`src/pkg/pcr_pkg.sv`:
```
// Constants and types for the pulse-count rail controller
package pcr_pkg;
  localparam int unsigned CLK_HZ       = 20_000_000;
  localparam int unsigned IDLE_US      = 300;
  localparam int unsigned IDLE_CYC     = (IDLE_US * (CLK_HZ / 1_000_000));
  localparam int unsigned DISCH_US     = 1000;
  localparam int unsigned DISCH_CYC    = (DISCH_US * (CLK_HZ / 1_000_000));
  localparam logic [7:0] CMD_POS_ON    = 8'h74;
  localparam logic [7:0] CMD_NEG_ON    = 8'h75;
  localparam logic [7:0] CMD_POS_OFF   = 8'h76;
  localparam logic [7:0] CMD_NEG_OFF   = 8'h77;
  localparam logic [7:0] CMD_NEG_DISCH = 8'h78;
  localparam logic [7:0] CMD_SOFT_RST  = 8'h79;
  localparam logic [7:0] POS_LO        = 8'h0A;
  localparam logic [7:0] POS_HI        = 8'h16;
  localparam logic [7:0] NEG_LO        = 8'h3A;
  localparam logic [7:0] NEG_HI        = 8'h5C;
  // Voltages in units of 0.1V (magnitudes)
  localparam logic [5:0] POS_BASE      = 6'h1C;
  localparam logic [5:0] NEG_BASE      = 6'h28;
  localparam logic [5:0] POS_DEF       = 6'h21;
  localparam logic [5:0] NEG_DEF       = 6'h21;
  localparam logic [5:0] FIXED_RAIL    = 6'h21;
  localparam logic [5:0] PUMP_MARGIN   = 6'h01;
  localparam logic [5:0] BB_MARGIN     = 6'h02;
  typedef enum logic [1:0] {
    PCR_NEG_OFF   = 2'b00,
    PCR_NEG_ON    = 2'b01,
    PCR_NEG_DISCH = 2'b11,
    PCR_NEG_HIZ   = 2'b10
  } pcr_neg_t;
endpackage : pcr_pkg

```
`src/verilog/pcr_top.sv`:
```
// Pulse-count command decoder and protection control
`timescale 1ns/10ps
module pcr_top #(
  parameter int unsigned IDLE_CYCLES  = pcr_pkg::IDLE_CYC,
  parameter int unsigned DISCH_CYCLES = pcr_pkg::DISCH_CYC
) (
  input  wire logic          core_clk,
  input  wire logic          rst,
  input  wire logic          pulse_command_line,
  input  wire logic          analog_rail_enable,
  input  wire logic          uvlo_low,
  input  wire logic          over_current,
  input  wire logic          short_detect,
  input  wire logic          over_temp,
  input  wire logic          temp_cooled,
  output logic               pos_rail_en,
  output logic               neg_rail_en,
  output logic               neg_discharge,
  output logic               neg_hiz,
  output logic [5:0]         pos_code,
  output logic [5:0]         neg_code,
  output logic [5:0]         pump_code,
  output logic [5:0]         bb_code,
  output logic               switch_off,
  output logic               short_circuit_latch,
  output logic               bias_stop,
  output logic               device_off,
  output logic               line_active
);
  import pcr_pkg::*;

  logic [2:0] s1_r, s2_r;
  logic       pl_r, ae_r, uv_r, oc_r, sc_r, ot_r, tc_r;
  logic       pl_d_r;
  logic [7:0] cnt_r;
  logic [31:0] idle_r;
  logic       burst_r, done_r;
  logic [7:0] cmd_r;
  logic       run_r;
  pcr_neg_t   neg_st_r;
  logic [31:0] dis_r;
  logic [5:0] pos_r, neg_r, mx;
  logic       shut;

  // Three-flop synchronisers for line, enable and UVLO, single flop for the fault inputs; first stage read only by second
  always_ff @(posedge core_clk or posedge rst)
    if (rst)
    begin
      s1_r <= 3'h0; s2_r <= 3'h0;
      uv_r <= 1'b0; oc_r <= 1'b0; sc_r <= 1'b0; ot_r <= 1'b0; tc_r <= 1'b0;
      pl_r <= 1'b0; ae_r <= 1'b0;
    end
    else
    begin
      s1_r <= {pulse_command_line, analog_rail_enable, uvlo_low};
      s2_r <= s1_r;
      pl_r <= s2_r[2];
      ae_r <= s2_r[1];
      uv_r <= s2_r[0];
      oc_r <= over_current;
      sc_r <= short_detect;
      ot_r <= over_temp;
      tc_r <= temp_cooled;
    end

  assign shut = uv_r | short_circuit_latch;

  // Pulse counting and idle detection
  always_ff @(posedge core_clk or posedge rst)
    if (rst)
    begin
      pl_d_r <= 1'b0; cnt_r <= 8'h00; idle_r <= '0;
      burst_r <= 1'b0; done_r <= 1'b0; cmd_r <= 8'h00; run_r <= 1'b0;
    end
    else
    begin
      pl_d_r <= pl_r;
      done_r <= 1'b0;
      run_r  <= !shut;
      if (shut || (!run_r))
      begin
        cnt_r <= 8'h00;
        burst_r <= 1'b0;
        idle_r <= '0;
      end
      else if (pl_r && !pl_d_r)
      begin
        if (cnt_r != 8'hFF)
          cnt_r <= cnt_r + 8'h01;
        burst_r <= 1'b1;
        idle_r <= '0;
      end
      else if (!pl_r)
      begin
        if (idle_r < IDLE_CYCLES)
          idle_r <= idle_r + 32'h1;
        else if (burst_r)
        begin
          done_r  <= 1'b1;
          cmd_r   <= cnt_r;
          cnt_r   <= 8'h00;
          burst_r <= 1'b0;
        end
      end
      else
        idle_r <= '0;
    end

  // Line on seen at once on a high, off only after 300us low
  always_ff @(posedge core_clk or posedge rst)
    if (rst)
      line_active <= 1'b0;
    else if (pl_r)
      line_active <= 1'b1;
    else if (idle_r >= IDLE_CYCLES)
      line_active <= 1'b0;

  // Command decode on burst end; unknown counts fall through
  always_ff @(posedge core_clk or posedge rst)
    if (rst)
    begin
      pos_r <= POS_DEF; neg_r <= NEG_DEF; pos_rail_en <= 1'b0;
    end
    else if (shut)
    begin
      pos_rail_en <= 1'b0;
    end
    else if (done_r)
    begin
      if (cmd_r == CMD_SOFT_RST)
      begin
        pos_r <= POS_DEF; neg_r <= NEG_DEF; pos_rail_en <= 1'b0;
      end
      else if (cmd_r == CMD_POS_ON)
        pos_rail_en <= 1'b1;
      else if (cmd_r == CMD_POS_OFF)
        pos_rail_en <= 1'b0;
      else if (cmd_r >= POS_LO && cmd_r <= POS_HI)
        pos_r <= 6'(POS_BASE + 6'(cmd_r - POS_LO));
      else if (cmd_r >= NEG_LO && cmd_r <= NEG_HI)
        neg_r <= 6'(NEG_BASE - 6'(cmd_r - NEG_LO));
    end

  // Negative rail and pump state
  always_ff @(posedge core_clk or posedge rst)
    if (rst)
    begin
      neg_st_r <= PCR_NEG_OFF; dis_r <= '0;
    end
    else if (shut || (done_r && cmd_r == CMD_SOFT_RST))
    begin
      neg_st_r <= PCR_NEG_OFF; dis_r <= '0;
    end
    else if (done_r && cmd_r == CMD_NEG_ON)
      neg_st_r <= PCR_NEG_ON;
    else if (done_r && cmd_r == CMD_NEG_OFF)
      neg_st_r <= PCR_NEG_OFF;
    else if (done_r && cmd_r == CMD_NEG_DISCH)
    begin
      neg_st_r <= PCR_NEG_DISCH; dis_r <= '0;
    end
    else
      case (neg_st_r)
        PCR_NEG_DISCH:
          if (dis_r >= DISCH_CYCLES - 1)
            neg_st_r <= PCR_NEG_HIZ;
          else
            dis_r <= dis_r + 32'h1;
        PCR_NEG_OFF, PCR_NEG_ON, PCR_NEG_HIZ: ;
        default: neg_st_r <= PCR_NEG_OFF;
      endcase

  always_comb
  begin
    mx = FIXED_RAIL;
    if (pos_r > mx) mx = pos_r;
    if (neg_r > mx) mx = neg_r;
  end

  // Registered outputs
  always_ff @(posedge core_clk or posedge rst)
    if (rst)
    begin
      neg_rail_en <= 1'b0; neg_discharge <= 1'b0; neg_hiz <= 1'b0;
      pos_code <= POS_DEF; neg_code <= NEG_DEF;
      // Targets follow the default codes so the margin checks hold from the first edge
      pump_code <= 6'(NEG_DEF + PUMP_MARGIN);
      bb_code <= 6'(FIXED_RAIL + BB_MARGIN);
      device_off <= 1'b1;
    end
    else
    begin
      neg_rail_en   <= (neg_st_r == PCR_NEG_ON);
      neg_discharge <= (neg_st_r == PCR_NEG_DISCH);
      neg_hiz       <= (neg_st_r == PCR_NEG_HIZ);
      pos_code      <= pos_r;
      neg_code      <= neg_r;
      pump_code     <= 6'(neg_r + PUMP_MARGIN);
      bb_code       <= 6'(mx + BB_MARGIN);
      device_off    <= (!ae_r && !line_active) || shut;
    end

  // Protection
  always_ff @(posedge core_clk or posedge rst)
    if (rst)
      switch_off <= 1'b0;
    else
      switch_off <= oc_r || shut;

  always_ff @(posedge core_clk or posedge rst)
    if (rst)
      short_circuit_latch <= 1'b0;
    else if (sc_r)
      short_circuit_latch <= 1'b1;

  always_ff @(posedge core_clk or posedge rst)
    if (rst)
      bias_stop <= 1'b0;
    else if (ot_r)
      bias_stop <= 1'b1;
    else if (tc_r)
      bias_stop <= 1'b0;

  property p_scp_sticky;
    @(posedge core_clk) disable iff (rst)
      short_circuit_latch |=> short_circuit_latch;
  endproperty
  a_scp_sticky: assert property (p_scp_sticky) else $error("short latch cleared");

  property p_ocp;
    @(posedge core_clk) disable iff (rst)
      over_current |-> ##2 switch_off;
  endproperty
  a_ocp: assert property (p_ocp) else $error("switch not forced off");

  property p_otp;
    @(posedge core_clk) disable iff (rst)
      (over_temp && !temp_cooled) |-> ##2 bias_stop;
  endproperty
  a_otp: assert property (p_otp) else $error("bias not stopped");

  property p_bb;
    @(posedge core_clk) disable iff (rst)
      (bb_code >= 6'(FIXED_RAIL + BB_MARGIN)) && (bb_code >= 6'($past(pos_r) + BB_MARGIN));
  endproperty
  a_bb: assert property (p_bb) else $error("buck-boost target low");

  property p_pump;
    @(posedge core_clk) disable iff (rst)
      pump_code == 6'(neg_code + PUMP_MARGIN);
  endproperty
  a_pump: assert property (p_pump) else $error("pump margin wrong");

  property p_pos_on;
    @(posedge core_clk) disable iff (rst)
      (done_r && cmd_r == CMD_POS_ON && !shut) |=> pos_rail_en;
  endproperty
  a_pos_on: assert property (p_pos_on) else $error("positive rail not on");

  property p_pos_off;
    @(posedge core_clk) disable iff (rst)
      (done_r && cmd_r == CMD_POS_OFF) |=> !pos_rail_en;
  endproperty
  a_pos_off: assert property (p_pos_off) else $error("positive rail not off");

  property p_srst;
    @(posedge core_clk) disable iff (rst)
      (done_r && cmd_r == CMD_SOFT_RST) |=> (pos_r == POS_DEF && neg_r == NEG_DEF);
  endproperty
  a_srst: assert property (p_srst) else $error("soft reset incomplete");

  property p_uvlo;
    @(posedge core_clk) disable iff (rst)
      uv_r |=> (device_off && !pos_rail_en);
  endproperty
  a_uvlo: assert property (p_uvlo) else $error("lockout ignored");

  property p_clear;
    @(posedge core_clk) disable iff (rst)
      done_r |-> cnt_r == 8'h00;
  endproperty
  a_clear: assert property (p_clear) else $error("counter not cleared");
endmodule : pcr_top

```
`config.mk`:
```
export PLATFORM = sky130hd
export DESIGN_NAME = pcr_top
export DESIGN_NICKNAME = d
export VERILOG_FILES = /design/src/pkg/pcr_pkg.sv /design/src/verilog/pcr_top.sv
export SDC_FILE = /design/constraint.sdc
export NUM_CORES = 1
export LEC_CHECK = 0
export BUFFER_PORTS_ARGS = -buffer_cell sky130_fd_sc_hd__buf_2
export CAP_MARGIN = 20
export CORE_ASPECT_RATIO = 0.9
export CORE_MARGIN = 2
export CORE_UTILIZATION = 50
export CTS_BUF_LIST = sky130_fd_sc_hd__clkbuf_4 sky130_fd_sc_hd__clkbuf_8
export CTS_CLUSTER_DIAMETER = 200
export DETAILED_ROUTE_END_ITERATION = 10
export PLACE_DENSITY_LB_ADDON = 0.15
export SKIP_LAST_GASP = 1
export SLEW_MARGIN = 10
export SYNTH_ARGS = -nofsm -noshare
export SYNTH_HDL_FRONTEND = slang
export SYNTH_SLANG_ARGS = --single-unit
```
`constraint.sdc`:
```
create_clock -name core_clk -period 5.7 [get_ports core_clk]
set_input_delay 1.14 -clock core_clk [delete_from_list [all_inputs] [get_ports core_clk]]
set_output_delay 1.14 -clock core_clk [all_outputs]
set_load 0.05 [all_outputs]
```
==> out/metrics.yaml, run 1 <==
outcome:
  status: "finished clean"
synth:
  synth.most_common_cell: "dfrtp_1"
  ys_seq_elements: 144
  ys_seq_area_share_pct: 58.3
  async_flop_share_pct: 100
  netlist_area_mm2: 0.00621
  synthCells: 545
  netlist.area_leader.share_pct: 52.4
  yosysWarningCount: 0
  synth_nets: 575
  yosys.area_share.simple_pct: 18.4
  synth-compound-area-share_pct: 7.44
  synth_top_family_by_area: "simple AND/OR/NAND/NOR gates"
  synth.area.mux_share_pct: 4.76
  synthTopCellsByArea: "dfrtp_1 (52%), dfstp_2 (5.9%), ha_1 (4.2%)"
  synth_ff_type: "dfrtp_1"
  synth_fa_ha_area_share_pct: 4.23
  synth_commonest_cells: "dfrtp_1 (130), and2_1 (41), nor2_1 (41)"
  synth_cell_types: 58
  synth_edf_count: 0
  avgSynthCellArea_um2: 11.4
  synth_xor_area_share_pct: 4.09
  synth.largest_area_cell: "dfrtp_1"
power_and_ir_drop:
  p_sw_share_pct: 20.5
  vdd_drop_max_mv: 0.164
  seq_power_share_pct: 54.3
  intPower_mw: 1.51
  switchingPower_uw: 388
  pwr-share-comb_pct: 1.4
  clockPowerShare_pct: 44.3
  fin_total_pwr_mw: 1.89
  leakage_nw: 3.32
  powerDensity_mw_per_mm2: 271
critical_path:
  critical_path_arrival_ns: 3.53
  path_class: "flip-flop to flip-flop"
  critPathMaxStageDelay_ns: 0.62
  endpoint_kind: "flip-flop"
  crit_chain: "inv_1 > or3_1 > ha_1 > nand2_1 > o22ai_1 > nor2_1 > a31o_2 > ha_1 > nand3_1 > xnor2_1 > nor2_1 > a31oi_1"
  path_max_fanout: 11
  start_kind: "flip-flop"
  critPathRequiredTime_ns: 6.06
  slowest_stage: "dfstp_2"
  path_buf_inv: 1
  cp_top_family: "compound AO/OA/AOI/OAI gates"
clock_network:
  hold_buffers: 0
  clkTransAtPathRegs_ns: 0.07
  clock-sinks: 144
  htreeDepth: 4
  post-cts-setup-buffers: 0
  cts_max_path_buffers: 2
  cts_resized: 0
  cts_tree: "yes"
  cts_root_buf: "clkbuf_8"
  insertion_delay_ns: 0.44
  cts_buffers: 17
global_route:
  grt_pass1_vias: 3836
  gr-total-overflow: 0
  grt_util_all_layers_pct: 17.6
  antenna_found_initial: 0
  grt_max_degree: 102
  grt_pass1_wl_mm: 18.2
floorplan:
  die_y_um: 110
  ios: 42
  die_w_um: 121
  coreArea_mm2: 0.0121
  dieArea_mm2: 0.0133
  num_rows: 38
  start_util_pct: 51.4
routing:
  dr.pass1.iters: 4
  drcViolationCount: 0
  via_per_inst: 5.22
  dr.first_iter.drc_count: 247
  wl_per_cell_um: 14.0
  antenna_left: 0
  wl_mm: 10.7
  vias: 3980
finish:
  syn2layout_area_growth_pct: 12.4
  stdcell_count: 763
  diodes: 0
  fin_nets: 620
  layout-drive-gt1-share_pct: 20.2
place:
  dpl.hpwl_mm: 7.11
  place_inst: 731
  io_buffers: 41
  gp_congestion: 0.788
timing:
  slew_viol_final: 0
  rsz0062_at_grt: "false"
  setup_viol: 0
  hold_violations: 0
  max_slew_margin_pct: 38.3
  fin_crit_ns: 3.17
  clock_skew_ns: 0.0142
  fin_crit_sh_pct: 55.6
  fin_tns_setup_ns: 0
  worstMarginPinSlew_ns: 0.921
  fmax_mhz: 316
hold_path:
  hold_class: "flip-flop to flip-flop"
job:
  maxCapViolCount: 0
routing by layer:
layer / wire length [µm] / part of all wire (%) / vias to the layer above / track usage, %
met5: 0 / 0 / - / 0
met4: 132 / 1.2 / 0 / 6.49
met3: 484 / 4.5 / 11 / 5.55
met2: 4680 / 44 / 65 / 26.3
met1: 5360 / 50 / 1930 / 24.2
li1: - / - / 1974 / -
per-stage QoR:
stage	worst slack (ns)	utilization (%)	cell area [µm²]	hold slack [ns]
6_report	2.53	57.8	6980	0.356
5_1_grt	2.33	57.8	6980	0.360
4_1_cts	2.53	57.8	6980	0.359
3_5_place_dp	2.55	54.3	6560	0.336
3_3_place_gp	2.65	54.3	6560	0.335
2_1_floorplan	0.717	-	6210	0.331
cell usage in the layout (no fill, tap or decap), types with 15 or more instances in the layout:
master	instances
dfrtp_1	130
buf_2	41
nor2_1	41
inv_1	20
nand2_1	33
a21oi_1	20
and2_1	41
xor2_1	15
nand4_1	18
clkbuf_8	19
nand3_1	17
o21ai_0	32
ha_1	21
worst paths after layout:
path / start / endpoint / slack [ns] / cells past startpoint
worst max-delay path: pos_r[5] / bb_code[5] / 2.53 / 12
worst min-delay path: s2_r[2] / pl_r / 0.36 / 0
worst max register to register: pos_r[5] / bb_code[5] / 2.53 / 12
worst min register to register: s2_r[2] / pl_r / 0.36 / 0
max in group asynchronous: rst / neg_r[0] / 3.75 / 3
min in group asynchronous: rst / switch_off / 0.87 / 2
power groups by stage:
stage	registers [mW]	logic, mW	clock network [mW]
6_report	1.03	0.0268	0.838
5_1_grt	1.03	0.0328	0.914
4_1_cts	1.03	0.0289	0.865
3_5_place_dp	1.05	0.0288	0
3_3_place_gp	1.05	0.0278	0
2_1_floorplan	1.05	0.0170	0
cells by family after synthesis:
group                    count (synthesis)
buffers and inverters                   39
other                                    1
AO/OA/AOI/OAI                           77
XOR/XNOR                                29
flip-flops                             144
adder cells (fa/ha/maj)                 21
AND/OR/NAND/NOR                        210
multiplexers                            24
final cells by class:
class,instances,area [µm²]
multi-input cells,362,2420
fillers,1017,5100
well taps,160,200
inverters,22,92.6
clock inverters,9,133
flip-flops and latches,144,3620
clock buffers,23,292
repair buffers,43,220
registers in the layout, summed over array words and instances (netlist names), 2 cells and up:
signal and flops:
neg_st_r 2, cmd_r 8, cnt_r 8, s2_r 3, pos_code 6, neg_r 6
neg_code 6, dis_r 32, idle_r 32, s1_r 3, pump_code 6, pos_r 6
bb_code 6
worst register-to-register path, delay by kind of cell (launching register included):
family,cells,cell delay [ns]
fa+ha+maj,2,0.51
buf+inv,1,0.08
compound gates,3,1.03
flops,1,0.62
simple gates,5,0.73
xor+xnor,1,0.12
Note: power is estimated with default switching activity, not from simulation.
==> run 2: changes to the inputs <==
clock period = 3.26 ns   (was 5.7 ns; I/O delays follow)
==> out/metrics.yaml, run 2 (synthesis gave the netlist of run 1 again) <==
hold_path:
  hold_class: "input port to flip-flop"
critical_path:
  path_max_fanout: 10  # -1
  crit_chain: "inv_1 > or3_1 > ha_1 > nand2_1 > o22ai_1 > nor2_1 > a31o_2 > ha_1 > nand3_1 > xnor2_1 > nor2_1 > a31oi_1"
  critPathRequiredTime_ns: 3.62  # -2.44 ns
  slowest_stage: "dfstp_2"
  critPathMaxStageDelay_ns: 0.62  # about the same
  path_class: "flip-flop to flip-flop"
  endpoint_kind: "flip-flop"
  start_kind: "flip-flop"
  cp_top_family: "compound AO/OA/AOI/OAI gates"
  critical_path_arrival_ns: 3.29  # -0.24 ns
  path_buf_inv: 1  # unchanged
  r2r_slack_ns: 0.33  # -2.20 ns
finish:
  diodes: 0  # unchanged
  layout_common_cells: "dfrtp_1 (130), and2_1 (41), nor2_1 (41), buf_2 (41)"
  stdcell_count: 769  # +0.79%
  fillerInstances: 1020  # +0.29%
  design_area_mm2: 0.00701  # +0.47%
  syn2layout_area_growth_pct: 13.0
  top_regs: "dis_r: 32 flops, idle_r: 32 flops"
  final_common_cell: "dfrtp_1"
  utilization_pct: 58.1  # +0.27 points
  fin_nets: 627  # +1.1%
  layout-drive-gt1-share_pct: 21.0  # +0.79 points
power_and_ir_drop:
  p_sw_share_pct: 20.5  # +0.033 points
  leakage_nw: 3.35  # +0.91%
  clockPowerShare_pct: 41.7  # -2.6 points
  seq_power_share_pct: 56.6  # +2.3 points
  pwr-share-comb_pct: 1.7  # +0.3 points
  intPower_mw: 2.53  # +68%
  switchingPower_uw: 653  # +68%
  fin_total_pwr_mw: 3.18  # +68%
  vdd_drop_max_mv: 0.348  # +110%
  powerDensity_mw_per_mm2: 454  # +67%
place:
  io_buffers: 41  # unchanged
  place_area_mm2: 0.00663  # +1.2%
  dpl.hpwl_mm: 7.42  # +4.4%
  gp_congestion: 0.808  # +2.6%
  place_inst: 738  # +0.96%
  dp_slack_ns: 0.359  # -2.19 ns
clock_network:
  insertion_delay_ns: 0.44  # about the same
  clkTransAtPathRegs_ns: 0.07  # about the same
  cts_buffers: 17  # unchanged
  hold_buffers: 0  # unchanged
  cts_resized: 0  # unchanged
  clock-sinks: 144  # unchanged
  post-cts-setup-buffers: 0  # unchanged
  cts_root_buf: "clkbuf_8"
  cts_tree: "yes"
  htreeDepth: 4  # unchanged
  cts_max_path_buffers: 2  # unchanged
timing:
  hold_violations: 0  # unchanged
  hold_ws_ns: 0.307  # -0.0495 ns
  setup_viol: 0  # unchanged
  rsz0062_at_grt: "false"
  fin_tns_setup_ns: 0  # unchanged
  clock_skew_ns: 0.00984  # -0.00438 ns
  fmax_mhz: 342  # +8.2%
  slew_viol_final: 0  # unchanged
  setup_ws_ns: 0.333  # -2.20 ns
  fin_crit_sh_pct: 89.8  # +34 points
  fin_crit_ns: 2.93  # -0.241 ns
  worstMarginPinSlew_ns: 0.882  # -0.0384 ns
  max_slew_margin_pct: 41.1  # +2.8 points
routing:
  wl_per_cell_um: 14.1  # +1.2%
  drcViolationCount: 0  # unchanged
  antenna_left: 0  # unchanged
  via_per_inst: 5.20  # -0.26%
  vias: 4001  # +0.53%
  dr.pass1.iters: 4  # unchanged
  wl_mm: 10.9  # +2.0%
  dr.first_iter.drc_count: 232  # -6.1%
global_route:
  gr-total-overflow: 0  # unchanged
  grt_pass1_wl_mm: 18.8  # +3.0%
  grt_pass1_vias: 4026  # +5.0%
  grt_util_all_layers_pct: 18.3  # +0.68 points
  antenna_found_initial: 0  # unchanged
  grt_max_degree: 39  # -62%
floorplan:
  die_y_um: 110  # unchanged
  start_util_pct: 51.4  # unchanged
  coreArea_mm2: 0.0121  # unchanged
  ios: 42  # unchanged
  dieArea_mm2: 0.0133  # unchanged
  die_w_um: 121  # unchanged
  num_rows: 38  # unchanged
outcome:
  status: "finished clean"
job:
  maxCapViolCount: 0  # unchanged
==> run 2: final cells by class <==
type | count | area (µm²) | share of cell area (%)
Sequential cell | 144 | 3620 | 51.6
Multi-Input combinational cell | 362 | 2420 | 34.5
Clock buffer | 25 | 325 | 4.64
Timing Repair Buffer | 50 | 298 | 4.25
Tap cell | 160 | 200 | 2.86
Inverter | 22 | 91.3 | 1.30
Clock inverter | 6 | 55.1 | 0.785
==> run 2: final timing paths <==
kind                                    from    endpoint  depth (start not counted)
worst max-delay path                pos_r[5]  bb_code[5]                         12
worst min-delay path            short_detect        sc_r                          1
worst max register to register      pos_r[5]  bb_code[5]                         12
worst min register to register       s1_r[2]     s2_r[2]                          0
max in group asynchronous                rst   dis_r[16]                          3
min in group asynchronous                rst        sc_r                          2
==> run 2: worst register-to-register path, delay by kind of cell (launching register included) <==
family | cells | cell delay [ns]
and+or+nand+nor | 5 | 0.73
AOI/OAI and AO/OA | 3 | 0.77
xor gates and xnor gates | 1 | 0.13
buffers and inverters | 1 | 0.09
adders and majority gates | 2 | 0.52
DFF | 1 | 0.62
==> run 2: power groups by stage <==
stage | Sequential [mW] | Clock (mW) | Combinational [mW]
2_1_floorplan | 1.84 | 0 | 0.0301
3_3_place_gp | 1.83 | 0 | 0.0564
3_5_place_dp | 1.83 | 0 | 0.0577
4_1_cts | 1.80 | 1.38 | 0.0577
5_1_grt | 1.80 | 1.45 | 0.0638
6_report | 1.80 | 1.33 | 0.0540
==> run 2: layer usage <==
metal	part of all wire [%]	track usage, %
met3	3.9	5.71
met4	1.7	7.64
met5	0	0
met2	45	28.0
met1	50	24.3
